File: src/inc/pvsr_consts.svh
`ifndef PVSR_CONSTS_SVH
`define PVSR_CONSTS_SVH

// ==========================================
// Register offsets (5-bit management address)
`define PVSR_OFS_SYMERR  5'h1A
`define PVSR_OFS_XOVER   5'h1B
`define PVSR_OFS_TEST    5'h1C
`define PVSR_OFS_FLAGS   5'h1D
`define PVSR_OFS_MASK    5'h1E
`define PVSR_OFS_SPECIAL 5'h1F

// ==========================================
// Crossover/polarity register fields
`define PVSR_XO_AUTO_BIT   15
`define PVSR_XO_PAIR_BIT   13
`define PVSR_XO_HB_BIT     11
`define PVSR_XO_POL_BIT    4

// ==========================================
// Flag and mask register fields
`define PVSR_IRQ_LO        1
`define PVSR_IRQ_HI        7

// ==========================================
// Special control/status fields
`define PVSR_SP_DONE_BIT   12
`define PVSR_SP_GPO_LO     7
`define PVSR_SP_GPO_HI     9
`define PVSR_SP_ENC_BIT    6
`define PVSR_SP_SPD_LO     2
`define PVSR_SP_SPD_HI     4
`define PVSR_SP_SCR_BIT    0

// ==========================================
// Reset values
`define PVSR_RST_CNT       16'h0000
`define PVSR_RST_MASK      7'h00
`define PVSR_RST_GPO       3'h0
`define PVSR_RST_ENC       1'b1
`define PVSR_RST_SCR_DIS   1'b0
`define PVSR_RST_AUTO      1'b0
`define PVSR_RST_PAIR      1'b0
`define PVSR_RST_HB_DIS    1'b0

`endif

File: src/inc/pvsr_pkg.sv
package pvsr_pkg;

	// Per-packet symbol error tracking
	typedef enum logic [1:0] {
		PVSR_IDLE,
		PVSR_PKT_OPEN,
		PVSR_PKT_DONE
	} pvsr_pkt_state_t;

	// 16-bit management data word
	typedef logic [15:0] pvsr_word_t;

endpackage

File: src/pvsr_flag_cell.sv
`timescale 1ns/10ps
`default_nettype none

// ==========================================
// One latched interrupt source flag
module pvsr_flag_cell #(
	parameter bit FALL_ASSERT   = 1'b0,
	parameter bit EDGE_DEASSERT = 1'b1
) (
	input  wire logic ref_clk_in,
	input  wire logic rst_n_in,
	input  wire logic soft_reset_in,
	input  wire logic src_in,
	input  wire logic alt_mode_in,
	input  wire logic rd_clear_in,
	input  wire logic wr_one_in,
	output var  logic flag_out
);
	logic src_q;
	logic set_ev;
	logic clr_ev;
	logic deassert_lvl;

	// Remember the source to find its edges
	always_ff @(posedge ref_clk_in or negedge rst_n_in) begin
		if (!rst_n_in)
			src_q <= 1'b0;
		else
			src_q <= src_in;
	end

	// Assert edge, and the level that allows a clear
	always_comb begin
		set_ev       = FALL_ASSERT ? (src_q & ~src_in) : (~src_q & src_in);
		deassert_lvl = FALL_ASSERT ? src_in : ~src_in;
		if (alt_mode_in)
			clr_ev = wr_one_in & deassert_lvl;
		else
			clr_ev = rd_clear_in | (EDGE_DEASSERT & (FALL_ASSERT ? (~src_q & src_in) : (src_q & ~src_in)));
	end

	// Latch high; a new event beats a clear in the same cycle
	always_ff @(posedge ref_clk_in or negedge rst_n_in) begin
		if (!rst_n_in)
			flag_out <= 1'b0;
		else if (soft_reset_in)
			flag_out <= 1'b0;
		else
			flag_out <= set_ev | (flag_out & ~clr_ev);
	end

	flag_hold_a: assert property (@(posedge ref_clk_in) disable iff (!rst_n_in)
		flag_out && !clr_ev && !soft_reset_in |=> flag_out)
		else $error("latched flag dropped without a clear");
	set_wins_a: assert property (@(posedge ref_clk_in) disable iff (!rst_n_in)
		set_ev && !soft_reset_in |=> flag_out)
		else $error("source event not latched");
	alt_keep_a: assert property (@(posedge ref_clk_in) disable iff (!rst_n_in)
		alt_mode_in && wr_one_in && flag_out && !deassert_lvl && !soft_reset_in |=> flag_out)
		else $error("flag cleared while source still active");
	rd_clear_a: assert property (@(posedge ref_clk_in) disable iff (!rst_n_in)
		!alt_mode_in && rd_clear_in && !set_ev |=> !flag_out)
		else $error("flag survived a read in primary mode");

endmodule // pvsr_flag_cell

`default_nettype wire

File: src/pvsr_regs.sv
`timescale 1ns/10ps
`default_nettype none

`include "pvsr_consts.svh"

module pvsr_regs
	import pvsr_pkg::*;
#(
	parameter int CNT_W = 16
) (
	input  wire logic       ref_clk_in,
	input  wire logic       rst_n_in,
	input  wire logic       soft_reset_in,
	input  wire logic       mgmt_rd_in,
	input  wire logic       mgmt_wr_in,
	input  wire logic [4:0] mgmt_addr_in,
	input  wire logic [15:0] mgmt_wdata_in,
	output var  logic [15:0] mgmt_rdata_out,
	input  wire logic       speed_100_in,
	input  wire logic       rx_in_packet_in,
	input  wire logic       symbol_error_in,
	input  wire logic       auto_pair_swap_in,
	input  wire logic       rx_polarity_reversed_in,
	input  wire logic [2:0] resolved_speed_duplex_in,
	input  wire logic       alt_irq_mode_in,
	input  wire logic       line_energy_present_in,
	input  wire logic       neg_complete_in,
	input  wire logic       remote_fault_in,
	input  wire logic       link_up_in,
	input  wire logic       partner_ack_in,
	input  wire logic       parallel_fault_in,
	input  wire logic       page_received_in,
	output var  logic       pair_swap_out,
	output var  logic       auto_crossover_en_out,
	output var  logic       heartbeat_test_en_out,
	output var  logic [2:0] general_outputs_out,
	output var  logic       enc_4b5b_en_out,
	output var  logic       scramble_en_out,
	output var  logic       interrupt_out_n
);

	// ==========================================
	// Elaboration check
	generate
		if (CNT_W != 16) begin : g_bad_width
			$error("symbol error counter must be 16 bits wide");
		end
	endgenerate

	// ==========================================
	// Internal state
	logic [CNT_W-1:0] symbol_error_count;
	pvsr_pkt_state_t  pkt_state;
	pvsr_pkt_state_t  next_pkt_state;
	logic             cnt_inc;
	logic             crossover_auto_control;
	logic             manual_pair_select;
	logic             heartbeat_test_disable;
	logic             rx_polarity_reversed;
	logic [7:1]       irq_mask;
	logic [7:1]       irq_flags;
	logic [2:0]       general_outputs;
	logic             enc_4b5b_en;
	logic             scramble_disable;
	logic             negotiation_done;
	logic [2:0]       resolved_speed_duplex;
	logic             wr_xover;
	logic             wr_mask;
	logic             wr_special;
	logic             wr_flags;
	logic             rd_flags;
	pvsr_word_t       next_rdata;

	// ==========================================
	// Address decode for writes and side-effect reads
	always_comb begin
		wr_xover   = 1'b0;
		wr_mask    = 1'b0;
		wr_special = 1'b0;
		wr_flags   = 1'b0;
		rd_flags   = 1'b0;
		if (mgmt_wr_in && mgmt_addr_in == `PVSR_OFS_XOVER)
			wr_xover = 1'b1;
		else if (mgmt_wr_in && mgmt_addr_in == `PVSR_OFS_MASK)
			wr_mask = 1'b1;
		else if (mgmt_wr_in && mgmt_addr_in == `PVSR_OFS_SPECIAL)
			wr_special = 1'b1;
		else if (mgmt_wr_in && mgmt_addr_in == `PVSR_OFS_FLAGS)
			wr_flags = 1'b1;
		else if (mgmt_rd_in && mgmt_addr_in == `PVSR_OFS_FLAGS)
			rd_flags = 1'b1;
		// Writes to the test register are dropped: it has no storage here
	end

	// ==========================================
	// Packet tracker: at most one count per packet
	always_comb begin
		next_pkt_state = pkt_state;
		case (pkt_state)
			PVSR_IDLE: begin
				if (rx_in_packet_in)
					next_pkt_state = (symbol_error_in && speed_100_in) ? PVSR_PKT_DONE : PVSR_PKT_OPEN;
			end
			PVSR_PKT_OPEN: begin
				if (!rx_in_packet_in)
					next_pkt_state = PVSR_IDLE;
				else if (symbol_error_in && speed_100_in)
					next_pkt_state = PVSR_PKT_DONE;
			end
			PVSR_PKT_DONE: begin
				if (!rx_in_packet_in)
					next_pkt_state = PVSR_IDLE;
			end
			default: next_pkt_state = PVSR_IDLE;
		endcase
	end

	// At 100 Mb/s idle errors always count; packet errors only until the first
	assign cnt_inc = speed_100_in & symbol_error_in &
		((pkt_state != PVSR_PKT_DONE) | ~rx_in_packet_in);

	always_ff @(posedge ref_clk_in or negedge rst_n_in) begin
		if (!rst_n_in)
			pkt_state <= PVSR_IDLE;
		else if (soft_reset_in)
			pkt_state <= PVSR_IDLE;
		else
			pkt_state <= next_pkt_state;
	end

	// Counter wraps by plain binary overflow; reads never touch it
	always_ff @(posedge ref_clk_in or negedge rst_n_in) begin
		if (!rst_n_in)
			symbol_error_count <= `PVSR_RST_CNT;
		else if (soft_reset_in)
			symbol_error_count <= `PVSR_RST_CNT;
		else if (cnt_inc)
			symbol_error_count <= symbol_error_count + CNT_W'(1);
	end

	// ==========================================
	// Crossover and heartbeat control
	always_ff @(posedge ref_clk_in or negedge rst_n_in) begin
		if (!rst_n_in) begin
			crossover_auto_control <= `PVSR_RST_AUTO;
			manual_pair_select     <= `PVSR_RST_PAIR;
			heartbeat_test_disable <= `PVSR_RST_HB_DIS;
		end else if (soft_reset_in) begin
			crossover_auto_control <= `PVSR_RST_AUTO;
			manual_pair_select     <= `PVSR_RST_PAIR;
			heartbeat_test_disable <= `PVSR_RST_HB_DIS;
		end else if (wr_xover) begin
			crossover_auto_control <= mgmt_wdata_in[`PVSR_XO_AUTO_BIT];
			manual_pair_select     <= mgmt_wdata_in[`PVSR_XO_PAIR_BIT];
			heartbeat_test_disable <= mgmt_wdata_in[`PVSR_XO_HB_BIT];
		end
	end

	// Pair choice: automatic result or the manual bit alone
	always_ff @(posedge ref_clk_in or negedge rst_n_in) begin
		if (!rst_n_in) begin
			pair_swap_out         <= 1'b0;
			auto_crossover_en_out <= 1'b1;
			heartbeat_test_en_out <= 1'b1;
		end else begin
			pair_swap_out         <= crossover_auto_control ? manual_pair_select : auto_pair_swap_in;
			auto_crossover_en_out <= ~crossover_auto_control;
			heartbeat_test_en_out <= ~heartbeat_test_disable;
		end
	end

	// ==========================================
	// Status captured from the transceiver core
	always_ff @(posedge ref_clk_in or negedge rst_n_in) begin
		if (!rst_n_in) begin
			rx_polarity_reversed  <= 1'b0;
			negotiation_done      <= 1'b0;
			resolved_speed_duplex <= 3'h0;
		end else begin
			rx_polarity_reversed  <= rx_polarity_reversed_in;
			negotiation_done      <= neg_complete_in;
			resolved_speed_duplex <= resolved_speed_duplex_in;
		end
	end

	// ==========================================
	// Special control: outputs, 4B5B and scrambler
	always_ff @(posedge ref_clk_in or negedge rst_n_in) begin
		if (!rst_n_in) begin
			general_outputs  <= `PVSR_RST_GPO;
			enc_4b5b_en      <= `PVSR_RST_ENC;
			scramble_disable <= `PVSR_RST_SCR_DIS;
		end else if (soft_reset_in) begin
			general_outputs  <= `PVSR_RST_GPO;
			enc_4b5b_en      <= `PVSR_RST_ENC;
			scramble_disable <= `PVSR_RST_SCR_DIS;
		end else if (wr_special) begin
			general_outputs  <= mgmt_wdata_in[`PVSR_SP_GPO_HI:`PVSR_SP_GPO_LO];
			enc_4b5b_en      <= mgmt_wdata_in[`PVSR_SP_ENC_BIT];
			scramble_disable <= mgmt_wdata_in[`PVSR_SP_SCR_BIT];
		end
	end

	// Outputs registered once more so they come straight from flops
	always_ff @(posedge ref_clk_in or negedge rst_n_in) begin
		if (!rst_n_in) begin
			general_outputs_out <= `PVSR_RST_GPO;
			enc_4b5b_en_out     <= `PVSR_RST_ENC;
			scramble_en_out     <= ~`PVSR_RST_SCR_DIS;
		end else begin
			general_outputs_out <= general_outputs;
			enc_4b5b_en_out     <= enc_4b5b_en;
			scramble_en_out     <= ~scramble_disable;
		end
	end

	// ==========================================
	// Interrupt mask
	always_ff @(posedge ref_clk_in or negedge rst_n_in) begin
		if (!rst_n_in)
			irq_mask <= `PVSR_RST_MASK;
		else if (soft_reset_in)
			irq_mask <= `PVSR_RST_MASK;
		else if (wr_mask)
			irq_mask <= mgmt_wdata_in[`PVSR_IRQ_HI:`PVSR_IRQ_LO];
	end

	// ==========================================
	// Interrupt source flags, one cell per source
	pvsr_flag_cell #(.FALL_ASSERT(1'b0), .EDGE_DEASSERT(1'b1)) u_flag7 (
		.ref_clk_in    (ref_clk_in),
		.rst_n_in      (rst_n_in),
		.soft_reset_in (soft_reset_in),
		.src_in        (line_energy_present_in),
		.alt_mode_in   (alt_irq_mode_in),
		.rd_clear_in   (rd_flags),
		.wr_one_in     (wr_flags & mgmt_wdata_in[7]),
		.flag_out      (irq_flags[7])
	);
	pvsr_flag_cell #(.FALL_ASSERT(1'b0), .EDGE_DEASSERT(1'b1)) u_flag6 (
		.ref_clk_in    (ref_clk_in),
		.rst_n_in      (rst_n_in),
		.soft_reset_in (soft_reset_in),
		.src_in        (neg_complete_in),
		.alt_mode_in   (alt_irq_mode_in),
		.rd_clear_in   (rd_flags),
		.wr_one_in     (wr_flags & mgmt_wdata_in[6]),
		.flag_out      (irq_flags[6])
	);
	pvsr_flag_cell #(.FALL_ASSERT(1'b0), .EDGE_DEASSERT(1'b1)) u_flag5 (
		.ref_clk_in    (ref_clk_in),
		.rst_n_in      (rst_n_in),
		.soft_reset_in (soft_reset_in),
		.src_in        (remote_fault_in),
		.alt_mode_in   (alt_irq_mode_in),
		.rd_clear_in   (rd_flags),
		.wr_one_in     (wr_flags & mgmt_wdata_in[5]),
		.flag_out      (irq_flags[5])
	);
	// Link down asserts on the falling link and clears only on request
	pvsr_flag_cell #(.FALL_ASSERT(1'b1), .EDGE_DEASSERT(1'b0)) u_flag4 (
		.ref_clk_in    (ref_clk_in),
		.rst_n_in      (rst_n_in),
		.soft_reset_in (soft_reset_in),
		.src_in        (link_up_in),
		.alt_mode_in   (alt_irq_mode_in),
		.rd_clear_in   (rd_flags),
		.wr_one_in     (wr_flags & mgmt_wdata_in[4]),
		.flag_out      (irq_flags[4])
	);
	pvsr_flag_cell #(.FALL_ASSERT(1'b0), .EDGE_DEASSERT(1'b1)) u_flag3 (
		.ref_clk_in    (ref_clk_in),
		.rst_n_in      (rst_n_in),
		.soft_reset_in (soft_reset_in),
		.src_in        (partner_ack_in),
		.alt_mode_in   (alt_irq_mode_in),
		.rd_clear_in   (rd_flags),
		.wr_one_in     (wr_flags & mgmt_wdata_in[3]),
		.flag_out      (irq_flags[3])
	);
	pvsr_flag_cell #(.FALL_ASSERT(1'b0), .EDGE_DEASSERT(1'b1)) u_flag2 (
		.ref_clk_in    (ref_clk_in),
		.rst_n_in      (rst_n_in),
		.soft_reset_in (soft_reset_in),
		.src_in        (parallel_fault_in),
		.alt_mode_in   (alt_irq_mode_in),
		.rd_clear_in   (rd_flags),
		.wr_one_in     (wr_flags & mgmt_wdata_in[2]),
		.flag_out      (irq_flags[2])
	);
	pvsr_flag_cell #(.FALL_ASSERT(1'b0), .EDGE_DEASSERT(1'b1)) u_flag1 (
		.ref_clk_in    (ref_clk_in),
		.rst_n_in      (rst_n_in),
		.soft_reset_in (soft_reset_in),
		.src_in        (page_received_in),
		.alt_mode_in   (alt_irq_mode_in),
		.rd_clear_in   (rd_flags),
		.wr_one_in     (wr_flags & mgmt_wdata_in[1]),
		.flag_out      (irq_flags[1])
	);

	// Interrupt pin: low while any enabled flag is latched
	always_ff @(posedge ref_clk_in or negedge rst_n_in) begin
		if (!rst_n_in)
			interrupt_out_n <= 1'b1;
		else
			interrupt_out_n <= ~|(irq_flags & irq_mask);
	end

	// ==========================================
	// Read data; unmapped and test addresses return zero
	always_comb begin
		next_rdata = 16'h0000;
		if (mgmt_addr_in == `PVSR_OFS_SYMERR) begin
			next_rdata = symbol_error_count;
		end else if (mgmt_addr_in == `PVSR_OFS_XOVER) begin
			next_rdata[`PVSR_XO_AUTO_BIT] = crossover_auto_control;
			next_rdata[`PVSR_XO_PAIR_BIT] = manual_pair_select;
			next_rdata[`PVSR_XO_HB_BIT]   = heartbeat_test_disable;
			next_rdata[`PVSR_XO_POL_BIT]  = rx_polarity_reversed;
		end else if (mgmt_addr_in == `PVSR_OFS_FLAGS) begin
			next_rdata[`PVSR_IRQ_HI:`PVSR_IRQ_LO] = irq_flags;
		end else if (mgmt_addr_in == `PVSR_OFS_MASK) begin
			next_rdata[`PVSR_IRQ_HI:`PVSR_IRQ_LO] = irq_mask;
		end else if (mgmt_addr_in == `PVSR_OFS_SPECIAL) begin
			next_rdata[`PVSR_SP_DONE_BIT]             = negotiation_done;
			next_rdata[`PVSR_SP_GPO_HI:`PVSR_SP_GPO_LO] = general_outputs;
			next_rdata[`PVSR_SP_ENC_BIT]              = enc_4b5b_en;
			next_rdata[`PVSR_SP_SPD_HI:`PVSR_SP_SPD_LO] = resolved_speed_duplex;
			next_rdata[`PVSR_SP_SCR_BIT]              = scramble_disable;
		end
	end

	// Read data holds until the next read
	always_ff @(posedge ref_clk_in or negedge rst_n_in) begin
		if (!rst_n_in)
			mgmt_rdata_out <= 16'h0000;
		else if (mgmt_rd_in)
			mgmt_rdata_out <= next_rdata;
	end

	// ==========================================
	// Checks
	cnt_inc_a: assert property (@(posedge ref_clk_in) disable iff (!rst_n_in)
		speed_100_in && symbol_error_in && !rx_in_packet_in && !soft_reset_in
		|=> symbol_error_count == CNT_W'($past(symbol_error_count) + 1))
		else $error("idle symbol error not counted");
	one_per_pkt_a: assert property (@(posedge ref_clk_in) disable iff (!rst_n_in)
		pkt_state == PVSR_PKT_DONE && rx_in_packet_in && !soft_reset_in |=> $stable(symbol_error_count))
		else $error("second count within one packet");
	cnt_wrap_a: assert property (@(posedge ref_clk_in) disable iff (!rst_n_in)
		symbol_error_count == 16'hFFFF && cnt_inc && !soft_reset_in |=> symbol_error_count == 16'h0000)
		else $error("counter did not wrap");
	cnt_10m_a: assert property (@(posedge ref_clk_in) disable iff (!rst_n_in)
		!speed_100_in && !soft_reset_in |=> $stable(symbol_error_count))
		else $error("counter moved at 10 Mb/s");
	pair_sel_a: assert property (@(posedge ref_clk_in) disable iff (!rst_n_in)
		crossover_auto_control |=> pair_swap_out == $past(manual_pair_select))
		else $error("manual pair selection ignored");
	heartbeat_a: assert property (@(posedge ref_clk_in) disable iff (!rst_n_in)
		##1 heartbeat_test_en_out == !$past(heartbeat_test_disable))
		else $error("heartbeat enable wrong");
	irq_pin_a: assert property (@(posedge ref_clk_in) disable iff (!rst_n_in)
		|(irq_flags & irq_mask) |=> !interrupt_out_n)
		else $error("enabled flag did not raise interrupt");
	coding_out_a: assert property (@(posedge ref_clk_in) disable iff (!rst_n_in)
		wr_special && !soft_reset_in |-> ##2 enc_4b5b_en_out == $past(mgmt_wdata_in[`PVSR_SP_ENC_BIT], 2))
		else $error("4B5B enable not applied");
	gpo_out_a: assert property (@(posedge ref_clk_in) disable iff (!rst_n_in)
		##1 general_outputs_out == $past(general_outputs))
		else $error("general outputs not driven from register");

endmodule // pvsr_regs

`default_nettype wire

File: config.mk
export PLATFORM = sky130hd
export DESIGN_NAME = pvsr_regs
export DESIGN_NICKNAME = d
export VERILOG_FILES = /design/src/inc/pvsr_pkg.sv /design/src/pvsr_flag_cell.sv /design/src/pvsr_regs.sv
export VERILOG_INCLUDE_DIRS = /design/src /design/src/inc
export SDC_FILE = /design/constraint.sdc
export NUM_CORES = 1
export LEC_CHECK = 0
export ABC_AREA = 1
export BUFFER_PORTS_ARGS = -buffer_cell sky130_fd_sc_hd__buf_4
export CAP_MARGIN = 20
export CORE_UTILIZATION = 25
export CTS_CLUSTER_SIZE = 25
export DETAILED_ROUTE_END_ITERATION = 6
export SLEW_MARGIN = 25
export SYNTH_ARGS = -nofsm -noshare
export SYNTH_HDL_FRONTEND = slang
export SYNTH_SLANG_ARGS = --single-unit
File: constraint.sdc
create_clock -name ref_clk_in -period 1.6 [get_ports ref_clk_in]
set_input_delay 0.24 -clock ref_clk_in [delete_from_list [all_inputs] [get_ports ref_clk_in]]
set_output_delay 0.24 -clock ref_clk_in [all_outputs]
set_load 0.02 [all_outputs]
==> results.json <==
{
  "syn_inst": 476,
  "grt_use_total": 0.1408,
  "yosysSeqAreaShare": 0.5157,
  "num-fill-cells": 1534,
  "crit_type": "reg -> reg",
  "dieArea_mm2": 0.01530,
  "die_y_um": 123.7,
  "initial_core_util": 0.2557,
  "cts_buffers": 9,
  "grt_pass1_vias": 3315,
  "pwr_density_cell_mw_per_mm2": 994.9,
  "syn_to_final_growth_pct": 30.89,
  "peakVddDrop_mv": 0.6149,
  "ios": 67,
  "path_cells": "inv_1, nand3_1, nand2_1, nand2_1, inv_1, o21ai_0",
  "avgRoutedWirePerCell_um": 13.15,
  "min_period_ns": 1.382,
  "path_buf_inv": 2,
  "pwr-share-seq": 0.428,
  "maxSlewHeadroom": 0.7461,
  "drive_gt1_frac": 0.1933,
  "finish.utilization": 0.3347,
  "drt_wl_total_um": 9833,
  "rsz0062_at_grt": "no",
  "crit_path_max_incr_delay_ns": 0.40,
  "status": "completed",
  "num_rows": 44,
  "core_area_mm2": 0.01448,
  "combPwrFrac": 0.108,
  "yosys_register_bits": 76,
  "synth_edf_count": 0,
  "dr.pass1.iters": 4,
  "layout_setup_ws_ns": 0.2184,
  "worstMarginPinSlew_ns": 0.3768,
  "vias_per_cell": 4.531,
  "grt_pass1_wl_um": 16300,
  "synthFlopType": "dfrtp_1",
  "cp.arrival_ns": 1.59,
  "drt-initial-drc-count": 113,
  "gp_congestion": 0.8718,
  "num-nets-final": 602,
  "finalHoldViolations": 0,
  "post-place-ws_ns": 0.1341,
  "clock-sinks": 76,
  "setup.worst_path.start_class": "flop",
  "max_freq_mhz": 723.8,
  "hpwl_um": 7408,
  "port_buffers": 63,
  "clockBufferDepth": 2,
  "internal-power_uw": 3670,
  "leakage_uw": 0.002327,
  "postSynth.asyncResetShare": 1.000,
  "antenna_cells": 0,
  "clockPowerShare": 0.463,
  "syn_nets": 519,
  "report.final.slew_viol_count": 0,
  "hold_path_class": "in -> reg",
  "crit_fanout": 11,
  "swShare": 0.2387,
  "cts_tree": "done",
  "die_w_um": 123.7,
  "setup_tns_ns": 0,
  "cpMaxStageDelayCell": "dfrtp_1",
  "syn_area_per_cell_um2": 7.778,
  "antenna_left": 0,
  "final-setup-viol-count": 0,
  "switching_power_uw": 1151,
  "cpLargestDelayFamily": "flip-flops",
  "drv_cap": 0,
  "drc": 0,
  "root_buffer": "clkbuf_16",
  "post-route-period-util": 0.8635,
  "vias": 3389,
  "grt_remaining_overflow": 0,
  "clk_latency_ns": 0.34,
  "ys_types": 31,
  "clk_pin_slew_ns": 0.06,
  "yosys_warnings": 0,
  "syn_area_mm2": 0.003702,
  "finClkSkew_ns": 0.008589,
  "grt_max_degree": 34,
  "htreeDepth": 3,
  "end_kind": "flop",
  "antenna_found_initial": 0,
  "crit_required_ns": 1.81
}
synthesized netlist by cell type (2+ instances only):
cell | count | area [um^2]
nor2_1 | 64 | 240.2
dfstp_2 | 6 | 157.7
nand4_1 | 10 | 62.56
o22ai_1 | 8 | 50.05
nor2_4 | 3 | 33.78
buf_2 | 4 | 20.02
inv_1 | 61 | 229.0
a21oi_1 | 13 | 65.06
buf_4 | 2 | 15.01
dfrtp_1 | 70 | 1752
nor3_1 | 8 | 40.04
nand3_1 | 46 | 230.2
nand2_1 | 123 | 461.7
clkbuf_1 | 2 | 7.510
o21ai_0 | 38 | 190.2
nand2_2 | 2 | 12.51
inv_2 | 2 | 7.510
layout by cell type, fill, tap and decap left out, drive strengths merged:
cell type    instances
a21oi               14
o21ai               40
nand2              126
dfstp                6
xor2                 1
o22ai                8
dfrtp               70
o21bai               1
clkbuf              13
nand3               47
o31ai                1
a31oi                1
ha                   1
nand4               10
inv                 64
nor2                68
o211ai               1
bufinv               2
buf                 75
dlygate4sd3          6
nor3                 9
power groups by stage:
stage | sequential (uW) | combinational, uW | clock, uW
2_1_floorplan | 2120 | 218 | 0
3_3_place_gp | 2090 | 492 | 0
3_5_place_dp | 2100 | 513 | 0
4_1_cts | 2060 | 523 | 2300
5_1_grt | 2070 | 582 | 2390
6_report | 2060 | 523 | 2230
worst register-to-register path, delay by kind of cell, from the launching register on:
family / cells / cell delay (ns)
AO/OA/AOI/OAI: 1 / 0.14
flip-flops: 1 / 0.40
AND/OR/NAND/NOR: 3 / 0.35
buffers and inverters: 2 / 0.37
metal layers:
metal  GRT usage  wire length, um  vias up
li1            -                -     1696
met1      0.1830             4701     1603
met2      0.2229             4513       81
met3     0.04212              482        9
met4     0.04518              137        0
met5           0                0        -
registers in the layout, summed over array words and instances (netlist names), 2 cells and up:
name,count
irq_mask,7
general_outputs,3
pkt_state,2
resolved_speed_duplex,3
symbol_error_count,16
mgmt_rdata_out,16
general_outputs_out,3
cell type report:
class                   count  area [um^2]  area share
well taps                 184        230.2     0.04751
repair buffers             81        635.6      0.1312
inverters                  63        236.5     0.04880
clock inverters             3        68.82     0.01420
clock buffers              13        260.3     0.05371
flip-flops and latches     76         1909      0.3940
multi-input cells         328         1505      0.3106
logic make-up after synthesis:
| family | after synthesis | synth area share |
|---|---|---|
| AND/OR/NAND/NOR | 260 | 0.3038 |
| AO/OA/AOI/OAI | 66 | 0.09632 |
| flip-flops | 76 | 0.5157 |
| buffers and inverters | 72 | 0.07841 |
| adder cells (fa/ha/maj) | 1 | 0.003379 |
| XOR/XNOR | 1 | 0.002366 |
metrics by stage:
step	total power, uW	hold WS [ns]	area (um^2)	cells
floorplan	2338	-0.05559	3702	476
global placement	2585	0.1353	4454	726
detailed placement	2611	0.1426	4454	726
CTS	4890	0.001801	4823	746
global route	5040	0.0001351	4846	748
finish	4821	0.01382	4846	748
what timing repair did:
item | 4_1_cts | 5_1_grt
buffers inserted | 0 | 0
hold buffers | 4 | 2
setup endpoints to repair | 0 | 1
hold endpoints to repair | 17 | 2
gates resized for setup | 0 | 1
worst paths after layout:
| check | start | to | slack (ns) | depth (start not counted) |
|---|---|---|---|---|
| max in group asynchronous | rst_n_in | interrupt_out_n | 0.70 | 3 |
| min in group asynchronous | rst_n_in | crossover_auto_control | 0.32 | 2 |
| min reg2reg | heartbeat_test_disable | heartbeat_test_en_out | 0.39 | 1 |
| max reg2reg | pkt_state[0] | symbol_error_count[9] | 0.22 | 6 |
| max | pkt_state[0] | symbol_error_count[9] | 0.22 | 6 |
| min | remote_fault_in | u_flag5.src_q | 0.01 | 1 |
No activity file was read; power rests on OpenSTA's default activity.
